===== src/design/exec_pkg.sv =====
// shared constants and carrier types for the branch and bit-clear execution block
package exec_pkg;

    localparam int PC_WIDTH = 21;
    localparam int ADDR_WIDTH = 12;

    // instruction cycle phases
    typedef enum logic [1:0]
    {
        PH_Q1 = 2'b00,
        PH_Q2 = 2'b01,
        PH_Q3 = 2'b10,
        PH_Q4 = 2'b11
    } phase_type;

    // decoded operation kinds
    typedef enum logic [2:0]
    {
        OP_NONE = 3'b000,
        OP_AND_ACCUM_WITH_FILE = 3'b001,
        OP_CLEAR_FILE_BIT = 3'b010,
        OP_BRANCH_ON_CARRY = 3'b011,
        OP_BRANCH_ON_NEGATIVE = 3'b100
    } op_type;

    // opcode patterns and field positions
    localparam logic [5:0] OPC_AND_ACCUM_WITH_FILE = 6'h05;
    localparam logic [3:0] OPC_CLEAR_FILE_BIT = 4'h9;
    localparam logic [7:0] OPC_BRANCH_ON_CARRY = 8'he2;
    localparam logic [7:0] OPC_BRANCH_ON_NEGATIVE = 8'h6e;
    localparam int POS_DEST = 9;
    localparam int POS_ACCESS = 8;
    localparam int POS_BIT_LO = 9;

    // file addressing
    localparam logic [7:0] INDEXED_LIMIT = 8'h5f;
    localparam logic [7:0] ACCESS_SPLIT = 8'h60;
    localparam logic [3:0] ACCESS_HIGH_BANK = 4'hf;
    localparam logic [3:0] ACCESS_LOW_BANK = 4'h0;

    // values after reset
    localparam logic [15:0] RESET_INSTR = 16'h0000;
    localparam logic [7:0] RESET_DATA = 8'h00;
    localparam logic [ADDR_WIDTH-1:0] RESET_ADDR = 12'h000;
    localparam logic [PC_WIDTH-1:0] RESET_PC = 21'h000000;

    typedef struct packed
    {
        logic [ADDR_WIDTH-1:0] addr;
        logic rd;
        logic we;
        logic [7:0] wdata;
    } file_port_type;

    typedef struct packed
    {
        logic we;
        logic [7:0] data;
    } accum_port_type;

    typedef struct packed
    {
        logic we;
        logic negative;
        logic zero;
    } flag_port_type;

    typedef struct packed
    {
        logic load;
        logic [PC_WIDTH-1:0] target;
    } pc_port_type;

endpackage : exec_pkg


===== src/design/file_addr_gen.sv =====
// file address generation for access bank, banked and indexed literal offset modes
`timescale 1ns/100ps
`default_nettype none

module file_addr_gen
(
    input wire logic [7:0] file_i,
    input wire logic access_sel_i,
    input wire logic [3:0] bank_pointer_i,
    input wire logic ext_set_en_i,
    input wire logic [exec_pkg::ADDR_WIDTH-1:0] index_base_i,
    output logic [exec_pkg::ADDR_WIDTH-1:0] addr_o
);

    always_comb
    begin
        if (access_sel_i)
        begin
            addr_o = {bank_pointer_i, file_i};
        end
        else if (ext_set_en_i && (file_i <= exec_pkg::INDEXED_LIMIT))
        begin
            addr_o = index_base_i + {4'h0, file_i};
        end
        else if (file_i < exec_pkg::ACCESS_SPLIT)
        begin
            addr_o = {exec_pkg::ACCESS_LOW_BANK, file_i};
        end
        else
        begin
            // access bank upper part, from 0x60, maps to special registers
            addr_o = {exec_pkg::ACCESS_HIGH_BANK, file_i};
        end
    end

endmodule : file_addr_gen

`default_nettype wire


===== src/design/and_bitclear_branch_exec.sv =====
// execution of and-with-file, bit clear and two conditional branches
`timescale 1ns/100ps
`default_nettype none

// Contract
// - and accumulator with file, set n z
// - dest bit 0 accumulator, 1 file
// - access bit 0 access bank, 1 banked
// - extended set low addresses use indexed offset
// - branch on carry, signed offset, no flags
// - branch on negative, printed opcode, no flags
// - taken target is incremented pc plus 2n
// - taken two cycles, untaken one, no write
// - clear chosen bit, read early, write late
module and_bitclear_branch_exec
(
    input wire logic clk_i,
    input wire logic reset_n_i,
    input wire logic [15:0] instr_i,
    input wire logic [7:0] accum_i,
    input wire logic [7:0] file_rdata_i,
    input wire logic carry_i,
    input wire logic negative_i,
    input wire logic [3:0] bank_pointer_i,
    input wire logic ext_set_en_i,
    input wire logic [exec_pkg::ADDR_WIDTH-1:0] index_base_i,
    input wire logic [exec_pkg::PC_WIDTH-1:0] pc_i,
    output exec_pkg::phase_type phase_o,
    output exec_pkg::file_port_type file_o,
    output exec_pkg::accum_port_type accum_o,
    output exec_pkg::flag_port_type flag_o,
    output exec_pkg::pc_port_type pc_o,
    output logic nop_cycle_o
);

    exec_pkg::phase_type phase_r;
    exec_pkg::phase_type phase_nxt;
    exec_pkg::op_type op_r;
    exec_pkg::op_type op_nxt;
    logic [15:0] instr_r;
    logic [7:0] operand_r;
    logic nop_cycle_r;
    logic taken_r;
    logic [exec_pkg::ADDR_WIDTH-1:0] addr_nxt;
    exec_pkg::file_port_type file_r;
    exec_pkg::accum_port_type accum_r;
    exec_pkg::flag_port_type flag_r;
    exec_pkg::pc_port_type pc_r;
    logic [7:0] and_result;
    logic [7:0] clear_result;
    logic [7:0] bit_mask;
    logic branch_taken;
    logic [exec_pkg::PC_WIDTH-1:0] pc_offset;

    file_addr_gen u_addr
    (
        .file_i(instr_i[7:0]),
        .access_sel_i(instr_i[exec_pkg::POS_ACCESS]),
        .bank_pointer_i(bank_pointer_i),
        .ext_set_en_i(ext_set_en_i),
        .index_base_i(index_base_i),
        .addr_o(addr_nxt)
    );

    always_comb
    begin
        case (phase_r)
            exec_pkg::PH_Q1: phase_nxt = exec_pkg::PH_Q2;
            exec_pkg::PH_Q2: phase_nxt = exec_pkg::PH_Q3;
            exec_pkg::PH_Q3: phase_nxt = exec_pkg::PH_Q4;
            exec_pkg::PH_Q4: phase_nxt = exec_pkg::PH_Q1;
            default: phase_nxt = exec_pkg::PH_Q1;
        endcase
    end

    always_comb
    begin
        if (instr_i[15:10] == exec_pkg::OPC_AND_ACCUM_WITH_FILE)
        begin
            op_nxt = exec_pkg::OP_AND_ACCUM_WITH_FILE;
        end
        else if (instr_i[15:12] == exec_pkg::OPC_CLEAR_FILE_BIT)
        begin
            op_nxt = exec_pkg::OP_CLEAR_FILE_BIT;
        end
        else if (instr_i[15:8] == exec_pkg::OPC_BRANCH_ON_CARRY)
        begin
            op_nxt = exec_pkg::OP_BRANCH_ON_CARRY;
        end
        else if (instr_i[15:8] == exec_pkg::OPC_BRANCH_ON_NEGATIVE)
        begin
            op_nxt = exec_pkg::OP_BRANCH_ON_NEGATIVE;
        end
        else
        begin
            op_nxt = exec_pkg::OP_NONE;
        end
    end

    // bitwise and of accumulator and operand
    assign and_result = accum_i & operand_r;
    assign bit_mask = 8'h01 << instr_r[exec_pkg::POS_BIT_LO +: 3];
    // only the chosen bit is cleared
    assign clear_result = operand_r & ~bit_mask;
    assign pc_offset = {{(exec_pkg::PC_WIDTH - 9){instr_r[7]}}, instr_r[7:0], 1'b0};

    always_comb
    begin
        case (op_r)
            exec_pkg::OP_BRANCH_ON_CARRY: branch_taken = carry_i;
            exec_pkg::OP_BRANCH_ON_NEGATIVE: branch_taken = negative_i;
            default: branch_taken = 1'b0;
        endcase
    end

    always_ff @(posedge clk_i or negedge reset_n_i)
    begin
        if (!reset_n_i)
        begin
            phase_r <= exec_pkg::PH_Q1;
        end
        else
        begin
            phase_r <= phase_nxt;
        end
    end

    // decode in the first phase; nothing is decoded in a flushed cycle
    always_ff @(posedge clk_i or negedge reset_n_i)
    begin
        if (!reset_n_i)
        begin
            instr_r <= exec_pkg::RESET_INSTR;
            op_r <= exec_pkg::OP_NONE;
        end
        else if (phase_r == exec_pkg::PH_Q1)
        begin
            instr_r <= instr_i;
            op_r <= nop_cycle_r ? exec_pkg::OP_NONE : op_nxt;
        end
    end

    // file read in second phase, operand captured at its end
    always_ff @(posedge clk_i or negedge reset_n_i)
    begin
        if (!reset_n_i)
        begin
            file_r <= '0;
            operand_r <= exec_pkg::RESET_DATA;
        end
        else
        begin
            case (phase_r)
                exec_pkg::PH_Q1:
                begin
                    file_r.addr <= addr_nxt;
                    file_r.rd <= !nop_cycle_r && ((op_nxt == exec_pkg::OP_AND_ACCUM_WITH_FILE)
                        || (op_nxt == exec_pkg::OP_CLEAR_FILE_BIT));
                end
                exec_pkg::PH_Q2:
                begin
                    file_r.rd <= 1'b0;
                    operand_r <= file_rdata_i;
                end
                exec_pkg::PH_Q3:
                begin
                    // and result written back to file when dest bit is 1; bit clear always writes the file
                    if (op_r == exec_pkg::OP_AND_ACCUM_WITH_FILE && instr_r[exec_pkg::POS_DEST])
                    begin
                        file_r.we <= 1'b1;
                        file_r.wdata <= and_result;
                    end
                    else if (op_r == exec_pkg::OP_CLEAR_FILE_BIT)
                    begin
                        file_r.we <= 1'b1;
                        file_r.wdata <= clear_result;
                    end
                end
                exec_pkg::PH_Q4:
                begin
                    file_r.we <= 1'b0;
                end
                default:
                begin
                    file_r.rd <= 1'b0;
                end
            endcase
        end
    end

    // accumulator and flag write in fourth phase
    always_ff @(posedge clk_i or negedge reset_n_i)
    begin
        if (!reset_n_i)
        begin
            accum_r <= '0;
            flag_r <= '0;
        end
        else if (phase_r == exec_pkg::PH_Q3 && op_r == exec_pkg::OP_AND_ACCUM_WITH_FILE)
        begin
            // accumulator gets result when dest bit is 0
            accum_r.we <= !instr_r[exec_pkg::POS_DEST];
            accum_r.data <= and_result;
            // only negative and zero flags change
            flag_r.we <= 1'b1;
            flag_r.negative <= and_result[7];
            flag_r.zero <= (and_result == 8'h00);
        end
        else if (phase_r == exec_pkg::PH_Q4)
        begin
            accum_r.we <= 1'b0;
            flag_r.we <= 1'b0;
        end
    end

    // program counter load in fourth phase of a taken branch
    always_ff @(posedge clk_i or negedge reset_n_i)
    begin
        if (!reset_n_i)
        begin
            pc_r <= '0;
            taken_r <= 1'b0;
        end
        else if (phase_r == exec_pkg::PH_Q3)
        begin
            // incremented pc plus twice the offset
            pc_r.target <= pc_i + pc_offset;
            // untaken branch leaves pc to its own increment
            pc_r.load <= branch_taken;
            taken_r <= branch_taken;
        end
        else if (phase_r == exec_pkg::PH_Q4)
        begin
            pc_r.load <= 1'b0;
            taken_r <= 1'b0;
        end
    end

    // taken branch flushes the whole following cycle
    always_ff @(posedge clk_i or negedge reset_n_i)
    begin
        if (!reset_n_i)
        begin
            nop_cycle_r <= 1'b0;
        end
        else if (phase_r == exec_pkg::PH_Q4)
        begin
            nop_cycle_r <= taken_r;
        end
    end

    assign phase_o = phase_r;
    assign file_o = file_r;
    assign accum_o = accum_r;
    assign flag_o = flag_r;
    assign pc_o = pc_r;
    assign nop_cycle_o = nop_cycle_r;

endmodule : and_bitclear_branch_exec

`default_nettype wire


===== config.mk =====
export PLATFORM = sky130hd
export DESIGN_NAME = and_bitclear_branch_exec
export DESIGN_NICKNAME = d
export VERILOG_FILES = /design/src/design/exec_pkg.sv /design/src/design/file_addr_gen.sv /design/src/design/and_bitclear_branch_exec.sv
export SDC_FILE = /design/constraint.sdc
export NUM_CORES = 1
export LEC_CHECK = 0
export BUFFER_PORTS_ARGS = -buffer_cell sky130_fd_sc_hd__buf_2
export CORE_MARGIN = 1
export CORE_UTILIZATION = 35
export CTS_CLUSTER_DIAMETER = 80
export CTS_CLUSTER_SIZE = 14
export DETAILED_ROUTE_END_ITERATION = 6
export SYNTH_ARGS = -nofsm -noshare
export SYNTH_HDL_FRONTEND = slang
export SYNTH_SLANG_ARGS = --single-unit

===== constraint.sdc =====
create_clock -name clk_i -period 5.96 [get_ports clk_i]
set_clock_uncertainty 0.1 [all_clocks]
set_input_delay 1.192 -clock clk_i [delete_from_list [all_inputs] [get_ports clk_i]]
set_output_delay 1.192 -clock clk_i [all_outputs]
set_load 0.01 [all_outputs]

==> insert_results.sql <==
INSERT INTO impl_metrics (metric_group, metric, value, unit) VALUES
('critical_path', 'setup.worst_path.start_class', 'input port', ''),
('clock_network', 'postCtsHoldBufs', '0', ''),
('drt', 'route.detailed.drc', '0', ''),
('pwr', 'p_total', '1.54', 'mW'),
('critical_path', 'r2r_slack', '3.29', 'ns'),
('sta', 'setup_viol', '0', ''),
('global_routing', 'grt_use_total', '18.8', '%'),
('yosys', 'synth_cell_type_count', '59', ''),
('layout', 'area.growth.synth_to_final', '22.2', '%'),
('global_routing', 'antenna_found_initial', '0', ''),
('drt', 'firstDrtPassIters', '4', ''),
('yosys', 'synth-seq-area-share', '41.0', '%'),
('die', 'fp.coreArea', '0.0135', 'sq mm'),
('clock_network', 'worstSkewPairLatency', '0.34', 'ns'),
('die', 'row_count', '42', ''),
('yosys', 'synth-edff-count', '0', ''),
('sta', 'tightestPinTransition', '0.767', 'ns'),
('place', 'portBuffers', '132', ''),
('global_routing', 'grt_max_degree', '60', ''),
('clock_network', 'tritoncts', 'yes', ''),
('pwr', 'power.leakage', '2.72', 'nW'),
('die', 'die_area', '0.0144', 'sq mm'),
('sta', 'max_slew_margin', '48.8', '%'),
('clock_network', 'cts.repair.resized', '0', ''),
('global_routing', 'grt_first_pass_wirelength', '21300', 'um'),
('clock_network', 'numCtsBuffers', '9', ''),
('yosys', 'synth_fp_nets', '613', ''),
('run_status', 'status', 'finished clean', ''),
('sta', 'layout_worst_path_cycle_share', '51.5', '%'),
('clock_network', 'clkSlewWorstSetupHoldPaths', '0.06', 'ns'),
('critical_path', 'path_class', 'in2reg', ''),
('yosys', 'synth_ff_type', 'sky130_fd_sc_hd__dfrtp_1', ''),
('clock_network', 'h_tree_levels', '3', ''),
('drt', 'drt-total-wl', '12900', 'um'),
('global_routing', 'vias_in_the_first_global_route', '4288', ''),
('layout', 'final_layout_size_suffix_gt1_share', '30.5', '%'),
('clock_network', 'post_cts_buffers', '0', ''),
('clock_network', 'cts-root-buf', 'sky130_fd_sc_hd__clkbuf_16', ''),
('drt', 'final_antenna_net_count', '0', ''),
('yosys', 'ys_seq_elements', '80', ''),
('sta', 'timing.final.crit_period', '3.07', 'ns'),
('global_routing', 'grt_overflow_total', '0', ''),
('yosys', 'asyncSetResetFlopFracSynth', '100', '%'),
('layout', 'antenna_cells_inserted', '0', ''),
('sta', 'achievable-frequency', '0.326', 'GHz'),
('clock_network', 'clock_tree.buffer_depth', '2', ''),
('flow_run', 'cap_violations', '0', ''),
('yosys', 'area_of_the_mapped_netlist', '0.00489', 'sq mm'),
('place', 'hpwlAfterDp', '9840', 'um'),
('drt', 'drt_first_iter_violations', '215', ''),
('yosys', 'synth_area_per_cell', '9.66', 'sq um'),
('die', 'die_width', '120', 'um'),
('sta', 'hold_ws', '0.375', 'ns'),
('yosys', 'synthCells', '506', ''),
('pwr', 'cellPowerDensity', '258', 'mW/mm^2'),
('critical_path', 'endpoint_kind', 'flop', ''),
('yosys', 'yosys_warnings', '0', ''),
('die', 'die_y', '120', 'um'),
('drt', 'detail_route.wl_per_cell', '15.9', 'um'),
('critical_path', 'cp.arrival', '3.24', 'ns'),
('place', 'routabilityCongestion', '0.857', ''),
('drt', 'route.vias.total', '4274', ''),
('critical_path', 'maximum_fanout_encountered_on_the_critical_timing_path', '4', ''),
('sta', 'number_of_max_slew_violations_in_the_final_report', '0', ''),
('drt', 'via_per_inst', '5.26', ''),
('sta', 'timing.setup.tns', '0', 'ns'),
('clock_network', 'clock_sinks', '80', ''),
('sta', 'hold_viol', '0', ''),
('critical_path', 'cp.required', '6.13', 'ns'),
('die', 'top_ports', '133', ''),
('layout', 'final_core_utilization', '44.4', '%'),
('worst_hold_path', 'hold_path_class', 'reg2reg', ''),
('pwr', 'max-vdd-ir-drop', '125', 'uV'),
('sta', 'grt_setup_unrepaired', 'false', ''),
('layout', 'design.final.nets', '738', ''),
('die', 'start_util', '36.3', '%');
-- state kept, by name (all words and copies together), names as in the netlist --
name / count
op_r: 3
nop_cycle_o: 1
phase_o: 2
operand_r: 8
pc_o: 22
instr_r: 11
accum_o: 9
flag_o: 2
file_o: 22
-- worst max-delay path, cell delays in order --
cell and delay (ns):
sky130_fd_sc_hd__buf_2 0.10, sky130_fd_sc_hd__ha_1 0.23, sky130_fd_sc_hd__fa_1 0.43, sky130_fd_sc_hd__a211oi_1 0.24, sky130_fd_sc_hd__o21ai_1 0.19, sky130_fd_sc_hd__o21ai_1 0.21, sky130_fd_sc_hd__a21boi_0 0.17, sky130_fd_sc_hd__or3_1 0.38
sky130_fd_sc_hd__nand4_1 0.09
-- area by class of cell --
| class | count | area [sq um] |
|---|---|---|
| Clock inverter | 4 | 51.3 |
| Clock buffer | 12 | 246 |
| Sequential cell | 80 | 2000 |
| Multi-Input combinational cell | 387 | 2700 |
| Fill cell | 1347 | 7480 |
| Inverter | 18 | 67.6 |
| Timing Repair Buffer | 135 | 686 |
| Tap cell | 176 | 220 |
-- cell usage in the layout (no fill, tap or decap), types with 11 or more instances in the layout --
cell type	instances
sky130_fd_sc_hd__buf_2	131
sky130_fd_sc_hd__dfrtp_1	80
sky130_fd_sc_hd__nand2_1	61
sky130_fd_sc_hd__o21ai_0	43
sky130_fd_sc_hd__mux2_2	32
sky130_fd_sc_hd__nor2_1	31
sky130_fd_sc_hd__ha_1	31
sky130_fd_sc_hd__a21oi_1	27
sky130_fd_sc_hd__inv_1	18
sky130_fd_sc_hd__nand4_1	14
sky130_fd_sc_hd__xnor2_1	11
-- power breakdown --
group,internal [mW],total (mW),switching [mW]
Clock,0.337,0.562,0.225
Combinational,0.152,0.340,0.188
Sequential,0.601,0.638,0.0370
-- Yosys cell counts (all sizes together), types with 2 or more instances --
cell     number  area [sq um]
a2111oi       2          42.5
a211oi        6          55.1
a21boi        3          22.5
a21o          7          53.8
a21oi        28           144
a22oi         3          22.5
a31o          2          17.5
a31oi         6          37.5
buf           9          62.6
clkbuf       12          55.1
dfrtp        80          2000
fa            2          40.0
ha           31           388
inv          18          67.6
mux2         32           360
mux2i         8          80.1
nand2        61           229
nand2b        6          37.5
nand3         8          45.0
nand3b        2          15.0
nand4        14          87.6
nand4b        2          17.5
nor2         33           134
nor2b         7          43.8
nor3          9          45.0
nor4          4          25.0
o2111ai       3          26.3
o211ai        7          52.6
o21a          8          60.1
o21ai        49           253
o21bai        2          15.0
o221ai        2          17.5
o2bb2ai       3          26.3
o311ai        3          26.3
o31a          2          17.5
o31ai         5          37.5
or3           4          25.0
xnor2        11          96.3
xor2          5          43.8
-- cell families (layout without fill, tap and decap cells) --
logic type               Yosys count  in the layout  synth area share (%)
AND/OR/NAND/NOR                  153            153                  14.9
buffers and inverters             39            169                  3.79
adder cells (fa/ha/maj)           33             33                  8.76
AO/OA/AOI/OAI                    145            145                  19.7
multiplexers                      40             40                  9.01
flip-flops                        80             80                  41.0
XOR/XNOR                          16             16                  2.87
-- layer usage --
metal	part of all wire, %	vias up	track usage (%)	wire length (um)
met2	46	99	30.0	6020
li1	-	2104	-	-
met4	2.1	0	7.73	278
met3	3.5	19	2.90	449
met1	48	2052	25.3	6200
met5	0	-	0	0
-- per-stage QoR --
step,instance area (sq um),worst slack (ns),cells
after detailed placement,5670,2.56,796
after global placement,5670,2.61,796
after global routing,5970,2.73,812
after floorplan,4890,2.88,506
after CTS,5970,2.92,812
final,5970,2.89,812
-- worst paths after layout --
| check | start | cells past startpoint | endpoint |
|---|---|---|---|
| max in group asynchronous | reset_n_i | 2 | flag_o[2] |
| worst max-delay path | pc_i[1] | 9 | pc_o[13] |
| worst min-delay path | accum_o[6] | 2 | accum_o[6] |
| min in group asynchronous | reset_n_i | 1 | pc_o[2] |
| worst max register to register | instr_r[7] | 7 | pc_o[15] |
| worst min register to register | accum_o[6] | 2 | accum_o[6] |
(Power assumes the default switching activity.)
